$ cat config.mk
export PLATFORM = sky130hd
export DESIGN_NAME = isv_ctrl
export DESIGN_NICKNAME = d
export VERILOG_FILES = /design/src/rtl/isv_pkg.sv /design/src/rtl/isv_flag_bank.sv /design/src/rtl/isv_ctrl.sv
export SDC_FILE = /design/constraint.sdc
export NUM_CORES = 1
export LEC_CHECK = 0
export BUFFER_PORTS_ARGS = -buffer_cell sky130_fd_sc_hd__buf_2
export CAP_MARGIN = 30
export CORE_AREA = 2 2 279 281
export CTS_BUF_LIST = sky130_fd_sc_hd__clkbuf_2 sky130_fd_sc_hd__clkbuf_4 sky130_fd_sc_hd__clkbuf_8
export DETAILED_ROUTE_END_ITERATION = 16
export DIE_AREA = 0 0 281 283
export GPL_TIMING_DRIVEN = 0
export PLACE_DENSITY_LB_ADDON = 0.25
export SLEW_MARGIN = 0
export SYNTH_ARGS = -nofsm -noshare
export SYNTH_HDL_FRONTEND = slang
export SYNTH_SLANG_ARGS = --single-unit
$ cat constraint.sdc
create_clock -name sys_clk_in -period 3.94 [get_ports sys_clk_in]
set_clock_uncertainty 0.1 [all_clocks]
set_input_delay 0.197 -clock sys_clk_in [delete_from_list [all_inputs] [get_ports sys_clk_in]]
set_output_delay 0.197 -clock sys_clk_in [all_outputs]
set_load 0.05 [all_outputs]
$ cat src/rtl/isv_pkg.sv
package isv_pkg;

	// sizes of the source and vector space
	localparam int IRQ_COUNT   = 63;           // irqs 0..62 handled here
	localparam int IRQ_W       = 6;            // irq number width
	localparam int VEC_W       = 6;            // vector number width
	localparam int PRIO_W      = 3;            // priority field width
	localparam int SUB_W       = 2;            // sub-priority field width
	localparam int WORD_W      = 32;           // flag, enable and priority word width
	localparam int FLAG_WORDS  = 2;            // flag and enable words
	localparam int PRIO_WORDS  = 13;           // priority words 0..12
	localparam int SLOT_BITS   = 8;            // bits per vector slot in a priority word
	localparam int SLOT_SEL_W  = 2;            // four slots per priority word
	localparam int PRIO_LSB    = 2;            // priority at slot bits 4:2
	localparam int SUB_LSB     = 0;            // sub-priority at slot bits 1:0
	localparam int EXT_PINS    = 5;            // external pin requests
	localparam int UNITS       = 5;            // timer/capture/compare units

	// irq numbers of each source or group of sources
	localparam int IRQ_CORE_TIMER = 0;         // core timer
	localparam int IRQ_CORE_SOFT  = 1;         // core software 0 and 1
	localparam int UNIT_STRIDE    = 4;         // unit k at 4k..4k+2, pin k at 4k+3
	localparam int OFS_CAPTURE    = 1;         // capture within a unit group
	localparam int OFS_COMPARE    = 2;         // compare within a unit group
	localparam int OFS_EXT_PIN    = 3;         // pin k-1 closes unit group k-1
	localparam int IRQ_SER1       = 23;        // serial port 1 fault/rx/tx
	localparam int IRQ_GROUP_A    = 26;        // shared uart1/spi3/i2c3
	localparam int IRQ_I2C1       = 29;        // i2c unit 1
	localparam int IRQ_CHANGE     = 32;        // input change
	localparam int IRQ_CONVERTER  = 33;        // converter done
	localparam int IRQ_PPORT      = 34;        // parallel port
	localparam int IRQ_COMPARATOR = 35;        // comparators 1 and 2
	localparam int IRQ_GROUP_B    = 37;        // shared uart2/spi2/i2c4
	localparam int IRQ_GROUP_C    = 40;        // shared uart3/spi4/i2c5
	localparam int IRQ_I2C2       = 43;        // i2c unit 2
	localparam int IRQ_CLK_MON    = 46;        // clock failure monitor
	localparam int IRQ_CALENDAR   = 47;        // calendar
	localparam int IRQ_DMA        = 48;        // dma channels 0..7
	localparam int IRQ_FLASH      = 56;        // flash event
	localparam int IRQ_USB        = 57;        // usb
	localparam int IRQ_CAN        = 58;        // can units 1 and 2
	localparam int IRQ_ETHERNET   = 60;        // ethernet
	localparam int IRQ_CAP_ERROR  = 61;        // capture 1 and 2 error

	// vector delivered in single-vector mode
	localparam logic [VEC_W-1:0] VEC_SINGLE = 6'h00;

	// vector of each irq, irq 0 first
	localparam logic [VEC_W-1:0] IRQ_VECTOR [0:IRQ_COUNT-1] = '{
		6'h00, 6'h01, 6'h02, 6'h03, 6'h04, 6'h05, 6'h06, 6'h07,
		6'h08, 6'h09, 6'h0A, 6'h0B, 6'h0C, 6'h0D, 6'h0E, 6'h0F,
		6'h10, 6'h11, 6'h12, 6'h13, 6'h14, 6'h15, 6'h16, 6'h17,
		6'h17, 6'h17, 6'h18, 6'h18, 6'h18, 6'h19, 6'h19, 6'h19,
		6'h1A, 6'h1B, 6'h1C, 6'h1D, 6'h1E, 6'h1F, 6'h1F, 6'h1F,
		6'h20, 6'h20, 6'h20, 6'h21, 6'h21, 6'h21, 6'h22, 6'h23,
		6'h24, 6'h25, 6'h26, 6'h27, 6'h28, 6'h29, 6'h2A, 6'h2B,
		6'h2C, 6'h2D, 6'h2E, 6'h2F, 6'h30, 6'h05, 6'h09
	};

	// three-event groups: [0] error/fault/collision, [1] rx/slave, [2] tx/master
	typedef struct packed {
		logic                 core_timer_request;    // core timer
		logic [1:0]           core_soft_request;     // core software 1..0
		logic [UNITS-1:0]     timer;                 // timer k at bit k-1
		logic [UNITS-1:0]     capture_unit;          // capture k at bit k-1
		logic [UNITS-1:0]     compare_unit;          // compare k at bit k-1
		logic [2:0]           serial_port1;          // spi unit 1
		logic [2:0]           uart1;                 // uart 1
		logic [2:0]           spi3;                  // spi 3
		logic [2:0]           i2c3;                  // i2c 3
		logic [2:0]           i2c1;                  // i2c 1
		logic                 input_change_request;  // input change
		logic                 converter_done;        // converter done
		logic                 parallel_port_request; // parallel port
		logic [1:0]           comparator_request;    // comparators 2..1
		logic [2:0]           uart2;                 // uart 2
		logic [2:0]           spi2;                  // spi 2
		logic [2:0]           i2c4;                  // i2c 4
		logic [2:0]           uart3;                 // uart 3
		logic [2:0]           spi4;                  // spi 4
		logic [2:0]           i2c5;                  // i2c 5
		logic [2:0]           i2c2;                  // i2c 2
		logic                 clock_failure_monitor; // clock monitor
		logic                 calendar_request;      // calendar
		logic [7:0]           dma_channel;           // dma 7..0
		logic                 flash_event;           // flash
		logic                 usb_request;           // usb
		logic [1:0]           can_request;           // can 2..1
		logic                 ethernet_request;      // ethernet
		logic [1:0]           capture_error;         // capture 2..1 error
	} isv_src_t;

	// request presented to the cpu
	typedef struct packed {
		logic                 valid;                 // a vector is requested
		logic [IRQ_W-1:0]     irq;                   // winning irq
		logic [VEC_W-1:0]     vector;                // vector to take
		logic [PRIO_W-1:0]    prio;                  // its priority
		logic [SUB_W-1:0]     sub;                   // its sub-priority
	} isv_req_t;

	// flag bank state
	typedef struct packed {
		logic [FLAG_WORDS*WORD_W-1:0] flags;         // all flag words
	} isv_bank_t;

	// controller state
	typedef struct packed {
		logic [EXT_PINS-1:0]  pin_meta;              // first sync stage
		logic [EXT_PINS-1:0]  pin_sync;              // second sync stage
		logic [EXT_PINS-1:0]  pin_prev;              // for edge detect
		isv_req_t             req;                   // registered request
	} isv_state_t;

endpackage

$ cat src/rtl/isv_flag_bank.sv
`timescale 1ns/1ns
`default_nettype none

module isv_flag_bank #(
	parameter logic [isv_pkg::FLAG_WORDS*isv_pkg::WORD_W-1:0] PRESENT = '1  // implemented flags
) (
	input  wire logic                                              sys_clk_in,  // system clock
	input  wire logic                                              rst_n_in,    // synced reset, low
	input  wire logic [isv_pkg::FLAG_WORDS*isv_pkg::WORD_W-1:0]    set_in,      // hardware set pulses
	input  wire logic [isv_pkg::FLAG_WORDS-1:0]                    wr_en_in,    // software word write
	input  wire logic [isv_pkg::FLAG_WORDS*isv_pkg::WORD_W-1:0]    wr_data_in,  // software write data
	output logic      [isv_pkg::FLAG_WORDS*isv_pkg::WORD_W-1:0]    flags_out    // flag words
);

	isv_pkg::isv_bank_t state;       // registered flags
	isv_pkg::isv_bank_t next_state;  // next flags

	// per word: a write replaces the word, a hardware set always wins over a
	// clearing write in the same cycle so no event is lost
	always_comb begin
		next_state = state;
		for (int w = 0; w < isv_pkg::FLAG_WORDS; w++) begin
			if (wr_en_in[w]) begin
				next_state.flags[w*isv_pkg::WORD_W +: isv_pkg::WORD_W] =
					wr_data_in[w*isv_pkg::WORD_W +: isv_pkg::WORD_W];
			end
		end
		next_state.flags = next_state.flags | set_in;
		// absent sources never hold a flag
		next_state.flags = next_state.flags & PRESENT;
	end

	// flag register
	always_ff @(posedge sys_clk_in or negedge rst_n_in) begin
		if (!rst_n_in) begin
			state <= '0;
		end else begin
			state <= next_state;
		end
	end

	assign flags_out = state.flags;

endmodule

`default_nettype wire

$ cat src/rtl/isv_ctrl.sv
// Function
// - core timer irq 0, vector 0, word 0
// - flag/enable bit n%32 of word n/32
// - four vector slots per priority word
// - core software 0/1 at irqs 1, 2
// - unit k: timer, capture, compare; pin k at 4k+3
// - serial port 1 events 23-25 share vector 23
// - irqs 26-28 OR three peripherals, vector 24
// - i2c unit 1 irqs 29-31, vector 25
// - converter, parallel port, comparators own vectors
// - irqs 37-39 shared groups, vector 31
// - irqs 40-42 shared groups, vector 32
// - i2c unit 2 irqs 43-45, vector 33
// - clock monitor 46/34, calendar 47/35
// - dma channels 0-7 at irqs 48-55
// - flash, usb, can, ethernet fixed pairs
// - capture 1 error irq 61, vector 5
// - capture 2 error irq 62, vector 9
// - absent peripherals have no source
// - seven priorities, four sub-priorities each
// - single-vector and multi-vector delivery modes
// - software write sets any present flag
`timescale 1ns/1ns
`default_nettype none

module isv_ctrl #(
	parameter logic [isv_pkg::IRQ_COUNT-1:0] PRESENT_MASK = '1  // sources on this variant
) (
	input  wire logic                                                 sys_clk_in,         // 10 MHz clock
	input  wire logic                                                 reset_n_in,         // async reset, low
	input  wire isv_pkg::isv_src_t                                    src_in,             // source pulses
	input  wire logic [isv_pkg::EXT_PINS-1:0]                         ext_pin_request_in, // pin levels
	input  wire logic [isv_pkg::EXT_PINS-1:0]                         ext_pin_rising_in,  // 1 rising, 0 falling
	input  wire logic                                                 multi_vector_in,    // delivery mode
	input  wire logic [isv_pkg::FLAG_WORDS-1:0]                       flag_wr_en_in,      // flag word write
	input  wire logic [isv_pkg::FLAG_WORDS*isv_pkg::WORD_W-1:0]       flag_wr_data_in,    // flag write data
	input  wire logic [isv_pkg::WORD_W-1:0]                           enable_word_0_in,   // enables 31..0
	input  wire logic [isv_pkg::WORD_W-1:0]                           enable_word_1_in,   // enables 62..32
	input  wire logic [isv_pkg::PRIO_WORDS-1:0][isv_pkg::WORD_W-1:0]  priority_word_in,   // priority words
	output logic      [isv_pkg::WORD_W-1:0]                           flag_word_0_out,    // flags 31..0
	output logic      [isv_pkg::WORD_W-1:0]                           flag_word_1_out,    // flags 62..32
	output var isv_pkg::isv_req_t                                     cpu_req_out         // to the cpu
);

	localparam int FLAT_W = isv_pkg::FLAG_WORDS * isv_pkg::WORD_W;  // flat flag width

	// reset release synchroniser
	logic rst_meta;                      // first stage
	logic rst_n;                         // released reset used everywhere

	// state and flags
	isv_pkg::isv_state_t state;          // registered state
	isv_pkg::isv_state_t next_state;     // next state
	logic [FLAT_W-1:0]   events;         // hardware set pulses by irq
	logic [FLAT_W-1:0]   flags;          // flag words, flat
	logic [FLAT_W-1:0]   enables;        // enable words, flat
	logic [FLAT_W-1:0]   present;        // present mask, flat
	logic [isv_pkg::EXT_PINS-1:0] pin_edge;  // selected edge seen on a pin

	// best candidate of the arbiter
	logic                        best_valid;  // any candidate found
	logic [isv_pkg::IRQ_W-1:0]   best_irq;    // its irq
	logic [isv_pkg::VEC_W-1:0]   best_vec;    // its vector
	logic [isv_pkg::PRIO_W-1:0]  best_prio;   // its priority
	logic [isv_pkg::SUB_W-1:0]   best_sub;    // its sub-priority

	// priority and sub-priority of a vector: word vec/4, slot vec%4
	function automatic logic [isv_pkg::PRIO_W+isv_pkg::SUB_W-1:0] vec_fields(
		input logic [isv_pkg::VEC_W-1:0]                          vec,
		input logic [isv_pkg::PRIO_WORDS-1:0][isv_pkg::WORD_W-1:0] pw
	);
		logic [isv_pkg::WORD_W-1:0] word;     // selected priority word
		logic [isv_pkg::WORD_W-1:0] shifted;  // slot moved to the bottom
		word    = pw[vec[isv_pkg::VEC_W-1:isv_pkg::SLOT_SEL_W]];
		shifted = word >> (vec[isv_pkg::SLOT_SEL_W-1:0] * isv_pkg::SLOT_BITS);
		return {shifted[isv_pkg::PRIO_LSB +: isv_pkg::PRIO_W],
			shifted[isv_pkg::SUB_LSB +: isv_pkg::SUB_W]};
	endfunction

	// reset: asserted at once, released through two flops
	always_ff @(posedge sys_clk_in or negedge reset_n_in) begin
		if (!reset_n_in) begin
			rst_meta <= 1'b0;
			rst_n    <= 1'b0;
		end else begin
			rst_meta <= 1'b1;
			rst_n    <= rst_meta;
		end
	end

	// pins are asynchronous: only the second stage and its delayed copy feed
	// the edge detector, the first stage feeds nothing but the second
	always_comb begin
		for (int k = 0; k < isv_pkg::EXT_PINS; k++) begin
			if (ext_pin_rising_in[k]) begin
				pin_edge[k] = state.pin_sync[k] & ~state.pin_prev[k];  // rising edge
			end else begin
				pin_edge[k] = ~state.pin_sync[k] & state.pin_prev[k];  // falling edge
			end
		end
	end

	// gather every source onto its irq number; shared irqs are an or of
	// their peripherals, so software must poll them to find the cause
	always_comb begin
		events = '0;
		events[isv_pkg::IRQ_CORE_TIMER] = src_in.core_timer_request;
		events[isv_pkg::IRQ_CORE_SOFT +: 2] = src_in.core_soft_request;
		for (int k = 0; k < isv_pkg::UNITS; k++) begin
			// unit k+1 fills irqs 4(k+1)..4(k+1)+2, pin k closes group k
			events[isv_pkg::UNIT_STRIDE*(k+1)] = src_in.timer[k];
			events[isv_pkg::UNIT_STRIDE*(k+1) + isv_pkg::OFS_CAPTURE] =
				src_in.capture_unit[k];
			events[isv_pkg::UNIT_STRIDE*(k+1) + isv_pkg::OFS_COMPARE] =
				src_in.compare_unit[k];
			events[isv_pkg::UNIT_STRIDE*k + isv_pkg::OFS_EXT_PIN] = pin_edge[k];
		end
		events[isv_pkg::IRQ_SER1 +: 3] = src_in.serial_port1;
		events[isv_pkg::IRQ_GROUP_A +: 3] = src_in.uart1 | src_in.spi3 | src_in.i2c3;
		events[isv_pkg::IRQ_I2C1 +: 3] = src_in.i2c1;
		events[isv_pkg::IRQ_CHANGE] = src_in.input_change_request;
		events[isv_pkg::IRQ_CONVERTER] = src_in.converter_done;
		events[isv_pkg::IRQ_PPORT] = src_in.parallel_port_request;
		events[isv_pkg::IRQ_COMPARATOR +: 2] = src_in.comparator_request;
		events[isv_pkg::IRQ_GROUP_B +: 3] = src_in.uart2 | src_in.spi2 | src_in.i2c4;
		events[isv_pkg::IRQ_GROUP_C +: 3] = src_in.uart3 | src_in.spi4 | src_in.i2c5;
		events[isv_pkg::IRQ_I2C2 +: 3] = src_in.i2c2;
		events[isv_pkg::IRQ_CLK_MON] = src_in.clock_failure_monitor;
		events[isv_pkg::IRQ_CALENDAR] = src_in.calendar_request;
		events[isv_pkg::IRQ_DMA +: 8] = src_in.dma_channel;
		events[isv_pkg::IRQ_FLASH] = src_in.flash_event;
		events[isv_pkg::IRQ_USB] = src_in.usb_request;
		events[isv_pkg::IRQ_CAN +: 2] = src_in.can_request;
		events[isv_pkg::IRQ_ETHERNET] = src_in.ethernet_request;
		events[isv_pkg::IRQ_CAP_ERROR +: 2] = src_in.capture_error;
	end

	// bit n of the flat vectors is bit n%32 of word n/32
	assign enables = {enable_word_1_in, enable_word_0_in};
	assign present = {1'b0, PRESENT_MASK};

	// flag words with hardware set and software write; the mask must be a
	// constant expression here, a net cannot feed a parameter
	isv_flag_bank #(
		.PRESENT    ({1'b0, PRESENT_MASK})
	) isv_flag_bank_inst (
		.sys_clk_in (sys_clk_in),
		.rst_n_in   (rst_n),
		.set_in     (events),
		.wr_en_in   (flag_wr_en_in),
		.wr_data_in (flag_wr_data_in),
		.flags_out  (flags)
	);

	assign flag_word_0_out = flags[0 +: isv_pkg::WORD_W];
	assign flag_word_1_out = flags[isv_pkg::WORD_W +: isv_pkg::WORD_W];

	// arbiter: highest priority, then highest sub-priority, then lowest irq;
	// walking down from the top with >= lets a lower irq take a tie
	always_comb begin
		logic [isv_pkg::VEC_W-1:0]               vec;     // vector of irq i
		logic [isv_pkg::PRIO_W+isv_pkg::SUB_W-1:0] fld;   // its fields
		vec        = '0;
		fld        = '0;
		best_valid = 1'b0;
		best_irq   = '0;
		best_vec   = '0;
		best_prio  = '0;
		best_sub   = '0;
		for (int i = isv_pkg::IRQ_COUNT - 1; i >= 0; i--) begin
			vec = isv_pkg::IRQ_VECTOR[i];
			fld = vec_fields(vec, priority_word_in);
			// priority zero disables the vector
			if (flags[i] && enables[i] && present[i] &&
				fld[isv_pkg::SUB_W +: isv_pkg::PRIO_W] != '0) begin
				if (!best_valid || fld >= {best_prio, best_sub}) begin
					best_valid = 1'b1;
					best_irq   = isv_pkg::IRQ_W'(i);
					best_vec   = vec;
					best_prio  = fld[isv_pkg::SUB_W +: isv_pkg::PRIO_W];
					best_sub   = fld[isv_pkg::SUB_W-1:0];
				end
			end
		end
	end

	// next state: pin pipeline and the registered cpu request
	always_comb begin
		next_state          = state;
		next_state.pin_meta = ext_pin_request_in;
		next_state.pin_sync = state.pin_meta;
		next_state.pin_prev = state.pin_sync;
		next_state.req.valid = best_valid;
		next_state.req.irq   = best_irq;
		next_state.req.prio  = best_prio;
		next_state.req.sub   = best_sub;
		if (multi_vector_in) begin
			// each vector has its own entry point
			next_state.req.vector = best_vec;
		end else begin
			// every request enters through one common vector
			next_state.req.vector = isv_pkg::VEC_SINGLE;
		end
	end

	// state register; pin stages reset low, so a pin held high at release
	// reads as a rising edge two cycles later, a known start-up hazard
	always_ff @(posedge sys_clk_in or negedge rst_n) begin
		if (!rst_n) begin
			state <= '0;
		end else begin
			state <= next_state;
		end
	end

	// request straight from flops
	assign cpu_req_out = state.req;

endmodule

`default_nettype wire

**After elaboration in Yosys (flattened, before gate mapping)**

Cells that the tools add are included.

- Bits in registers: 98
- Bits of input ports: 635
- Output and inout bits: 82
- Logic and storage cells: 1032

- Order comparisons: 62
- Mux-type cells: 633
- Bitwise operators: 27
- Reduce and logical (&&, ||, !) cells: 299

Operators by type and width:

| cell | number |
|---|---|
| $mux W6 | 249 |
| $mux W3 | 125 |
| $ge A5 B5 Y1 | 62 |
| $mux W2 | 125 |
| $reduce_bool A3 Y1 | 49 |
| $mux W1 | 130 |
| $logic_and A1 B1 Y1 | 126 |
| $or A63 B63 Y63 | 1 |
| $logic_not A1 Y1 | 62 |
| $logic_or A1 B1 Y1 | 62 |
| $mux W32 | 1 |
| $mux W31 | 1 |
| $or A3 B3 Y3 | 6 |
| $and A1 B1 Y1 | 10 |
| $not A1 Y1 | 10 |
| $mux W4 | 2 |

**Depth between registers and ports, before layout**

- Depth after elaboration: 252
- Depth in mapped cells: 580
- Mapped depth without buffers: 557

**Modules after synthesis**

From an unflattened synthesis, not the netlist that was laid out.

- Cells, all modules: 2978
- Area, all modules: 22459.0 um^2

Modules (own cells, without submodules):

| module | instances | cells each | area each (um^2) | sequential area each (um^2) |
|---|---|---|---|---|
| isv_ctrl | 1 | 2774 | 19796.5 | 875.8 |
| isv_flag_bank | 1 | 204 | 2662.6 | 1576.5 |

**Worst setup path after synthesis**

No wires, ideal clock.

- Kind: reg2reg
- From: reg isv_flag_bank_inst.state, in the netlist isv_flag_bank_inst.flags_out[62]
- To: reg state, in the netlist cpu_req_out[15]
- Setup time: 0.122 ns
- Arrival time: 97.249 ns
- Data required time: 3.718 ns
- Setup slack: -93.531 ns
- Stages on the path, launching flop included: 531
- Clock period less this slack: 97.471 ns
- Path through: dfrtp_1 -> o311ai_4 -> nor2_1 -> ha_1 -> nand2b_1 -> a31oi_1 -> o21ai_0 -> nor2_1 -> nor2_1 -> mux2_2 -> ha_1 -> nand2b_1 -> a21oi_1 -> o21ai_1 -> and2b_2 -> a21oi_1 -> ha_1 -> nand2b_1 -> [... 495 more ...] -> a21o_1 -> a21o_1 -> a21oi_1 -> nor2b_1 -> o31ai_1 -> buf_2 -> o21ai_0 -> o22ai_1 -> ha_1 -> nand2b_1 -> a21o_1 -> a21o_1 -> a21oi_1 -> nor2b_1 -> o31ai_1 -> and2_1 -> nand2_1 -> a2111oi_1

- Cells in the longest elaborated chain, start to end: 251
- Elaborated cells on any way between the ends: 682

RTL lines:

| what | line | RTL |
|---|---|---|
| start, declared | isv_flag_bank.sv:15 | `isv_pkg::isv_bank_t state;` |
| start signal, assigned | isv_flag_bank.sv:38 | `state <= next_state;` |
| $logic_and A1 B1 Y1 * (2 in series) | isv_ctrl.sv:174 | `if (flags[i] && enables[i] && present[i] &&` |
| $mux W2, or another cell as far along | isv_ctrl.sv:174 |  |
| $ge A5 B5 Y1 / $logic_not A1 Y1 (equally long branches) | isv_ctrl.sv:176 | `if (!best_valid \|\| fld >= {best_prio, best_sub}) begin` |
| $logic_or A1 B1 Y1 | isv_ctrl.sv:176 |  |
| $mux W2, or another cell as far along | isv_ctrl.sv:176 |  |
| $mux W2, or another cell as far along | isv_ctrl.sv:174 |  |
| $ge A5 B5 Y1 / $logic_not A1 Y1 (equally long branches) | isv_ctrl.sv:176 |  |
| $logic_or A1 B1 Y1 | isv_ctrl.sv:176 |  |
| [... 235 more ...] | -- |  |
| $logic_or A1 B1 Y1 | isv_ctrl.sv:176 |  |
| $mux W2, or another cell as far along | isv_ctrl.sv:176 |  |
| $mux W2, or another cell as far along | isv_ctrl.sv:174 |  |
| $ge A5 B5 Y1 / $logic_not A1 Y1 (equally long branches) | isv_ctrl.sv:176 |  |
| $logic_or A1 B1 Y1 | isv_ctrl.sv:176 |  |
| $mux W6 | isv_ctrl.sv:176 |  |
| $mux W6 * | isv_ctrl.sv:174 |  |
| named net best_irq, one bit | isv_ctrl.sv:62 | `logic [isv_pkg::IRQ_W-1:0] best_irq;` |
| end signal, assigned | isv_ctrl.sv:212 | `state <= next_state;` |
| end, declared | isv_ctrl.sv:52 | `isv_pkg::isv_state_t state;` |

Mark *: on every way through the listed nets, which the timed path passes. The rest lies on a longest branch.

**Worst setup path in the final report**

Same ends and word-level chain as after synthesis.

==> impl_metrics.py <==
metrics = {
    "global_routing": {
        "grt_util_all_layers_pct": 23.17,
        "antenna_found_initial": 25,
        "grt_pass1_wl_um": 146100,
        "grt_overflow": 0,
        "grt_pass1_vias": 25982,
        "grt_max_degree": 59,
    },
    "yosys": {
        "yosys.area.top_type": "ha_1",
        "netlist_top_cells_count": "nand2_1, nor2_1, o21ai_0",
        "ys_ff_latch": 98,
        "async_flop_share_pct": 100.0,
        "yosys_warnings": 0,
        "ys_types": 138,
        "synth.cell_area_mm2": 0.02098,
        "ys_seq_area_share_pct": 11.69,
        "yosysMostFrequentCell": "nand2_1",
        "synth_edf_count": 0,
        "syn_avg_cell_area_um2": 7.235,
        "postSynthCellCount": 2900,
        "synth.area.top_cells": "ha_1, dfrtp_1, nand2_1",
        "synth_ff_type": "dfrtp_1",
        "synth_nets": 3739,
        "synth_top_area_share_pct": 12.17,
    },
    "setup_path": {
        "critical_path.most_common_cell": "buf_4",
        "crit_arrival_ns": 93.07,
        "max_stage_delay_ns": 0.57,
        "required_ns": 4.23,
        "endpoint_kind": "register",
        "cp_max_fo": 8,
        "start_kind": "register",
        "crit_type": "register to register",
        "crit_slowest_cell": "dfrtp_2",
    },
    "drt": {
        "viasPerCell": 5.367,
        "m1WireLength_um": 43480,
        "drtIter0Drc": 1721,
        "top_layer": "met5",
        "drc": 0,
        "final_antenna_net_count": 0,
        "wl_um": 99820,
        "wl_per_cell_um": 19.47,
        "num_vias": 27517,
        "first_pass_iters": 5,
        "wl_met3_um": 5415,
        "dr_wl_met2_um": 47770,
    },
    "floorplanning": {
        "chipHeight_um": 283,
        "die_width_um": 281,
        "rows": 102,
        "core-area_mm2": 0.07670,
        "ioPinCount": 717,
        "die_area_mm2": 0.07952,
        "start_util_pct": 27.35,
    },
    "timing": {
        "hold_slack_ns": 0.05406,
        "fmax_mhz": 10.78,
        "grt_setup_unrepaired": "true",
        "slew-limit-headroom_pct": 29.23,
        "slew_viol_final": 0,
        "setup_violations": 18,
        "worst-slew-pin-transition_ns": 1.048,
        "min_period_ns": 92.79,
        "post-route-period-util_pct": 2355,
        "setup_slack_ns": -88.85,
        "finalHoldViolations": 0,
    },
    "clock_tree": {
        "worstSkewPairLatency_ns": 0.49,
        "htree_levels": 3,
        "clk_pin_slew_worst_paths_ns": 0.15,
        "cts.path.max_buffers": 2,
        "cts_tree": "yes",
        "cts_sinks": 98,
        "cts_inserted_buffers": 9,
        "cts-root-buf": "clkbuf_8",
    },
    "hold_path": {
        "hp-class": "primary input to register",
    },
    "status": {
        "outcome": "finished, violations left",
        "violations": "negative setup slack",
    },
    "placement": {
        "hpwl_um": 76360,
        "gp_congestion": 0.9055,
        "io_buffers": 524,
    },
    "layout": {
        "finalNetCount": 4906,
        "syn2layout_area_growth_pct": 66.74,
        "layout-drive-gt1-share_pct": 45.68,
    },
    "flow_run": {
        "maxCapViolCount": 0,
    },
}
[placed cells by master, fill, tap and decap left out, types with 26 or more instances in the layout]
master         count
nand2b_4          41
dfrtp_1           96
o21ai_1           45
o21ai_0          111
a21o_1            42
o21ai_2           58
ha_4              73
nand2_2           36
buf_6             33
ha_1             125
and3_1            35
o211ai_1          45
mux2_4            27
a211o_1           62
inv_1            183
nor2b_1           64
nor3_1            61
and2_1            32
o21ai_4           33
a31oi_1           41
a21oi_1          120
nand3_1           60
buf_2            536
dlygate4sd3_1    143
o311a_1           35
buf_4            493
nor2_1           208
mux2i_1           48
nand2_1          252
nand2b_1          26
a21oi_2           57
o21a_1            48
[repair_timing]
| item | 4_1_cts | 5_1_grt |
|---|---|---|
| resized for setup | 220 | 389 |
| pin swaps | 181 | 361 |
| hold buffers | 143 | 0 |
| hold endpoints to repair | 81 | 0 |
| setup endpoints to repair | 18 | 18 |
| cloned | 1 | 1 |
| buffers inserted | 298 | 187 |
[stage by stage]
step / utilization, % / setup slack, ns / instances / TNS (ns) / area, um^2
CTS: 41.19 / -88.60 / 4929 / -1511.34 / 31590
finish: 45.61 / -88.85 / 5127 / -1515.86 / 34980
detailed placement: 34.75 / -97.69 / 4473 / -1665.97 / 26650
global route: 45.60 / -93.00 / 5122 / -1587.50 / 34970
global placement: 34.62 / -97.71 / 4464 / -1800.34 / 26550
floorplan: - / -85.09 / 2900 / -1448.11 / 22630
[critical path: cells and delay by family, from the launching register on]
family                     cells  cell delay (ns)
adders and majority gates     65            16.87
AOI/OAI and AO/OA            218            35.56
and+or+nand+nor              144            20.72
DFF                            1             0.57
muxes                         28             7.86
buffers and inverters         88            10.74
[routing by layer]
layer  global-route usage [%]  vias to the layer above
li1                         -                    13310
met5                        0                        -
met3                    2.532                      163
met4                    7.594                       12
met1                    30.62                    13189
met2                    39.05                      843
[final timing paths]
check                                                            from                                          to  slack, ns  cells past startpoint
max in group asynchronous                             rst_n$_DFF_PN0_  isv_flag_bank_inst.flags_out[25]$_DFF_PN0_       2.66                      1
max                        isv_flag_bank_inst.flags_out[62]$_DFF_PN0_                   cpu_req_out[15]$_DFF_PN0_     -88.85                    543
min in group asynchronous                             rst_n$_DFF_PN0_  isv_flag_bank_inst.flags_out[56]$_DFF_PN0_       0.28                      0
max reg2reg                isv_flag_bank_inst.flags_out[62]$_DFF_PN0_                   cpu_req_out[15]$_DFF_PN0_     -88.85                    543
min                                               enable_word_0_in[0]                   cpu_req_out[17]$_DFF_PN0_       0.05                      3
min reg2reg                                  next_state[27]$_DFF_PN0_                    next_state[22]$_DFF_PN0_       0.27                      0
[logic make-up after synthesis]
group	synth area share [%]
AO/OA/AOI/OAI	37.37
flip-flops	11.69
XOR/XNOR	0.6679
buffers and inverters	6.464
other	0.03579
adder cells (fa/ha/maj)	12.60
AND/OR/NAND/NOR	26.03
multiplexers	5.146
[sequential cells by signal (all words and copies together) (netlist names)]
name	cells
isv_flag_bank_inst.flags_out	63
cpu_req_out	18
next_state	10
state	5
rst_meta	1
rst_n	1
[final cells by class]
class                           instances  area [um^2]
Tap cell                             1040         1301
Timing Repair Buffer                 1160         7870
Sequential cell                        98         2457
Inverter                              203        773.2
Multi-Input combinational cell       2507        21610
Antenna cell                           15        37.54
Clock inverter                          7        76.32
Fill cell                            7580        41720
Clock buffer                            9        123.9
Buffer                                 88        734.5
Power is left out: the tool's default activity adds up to more than one toggle a clock period on the data nets, which glitch-free logic cannot reach.
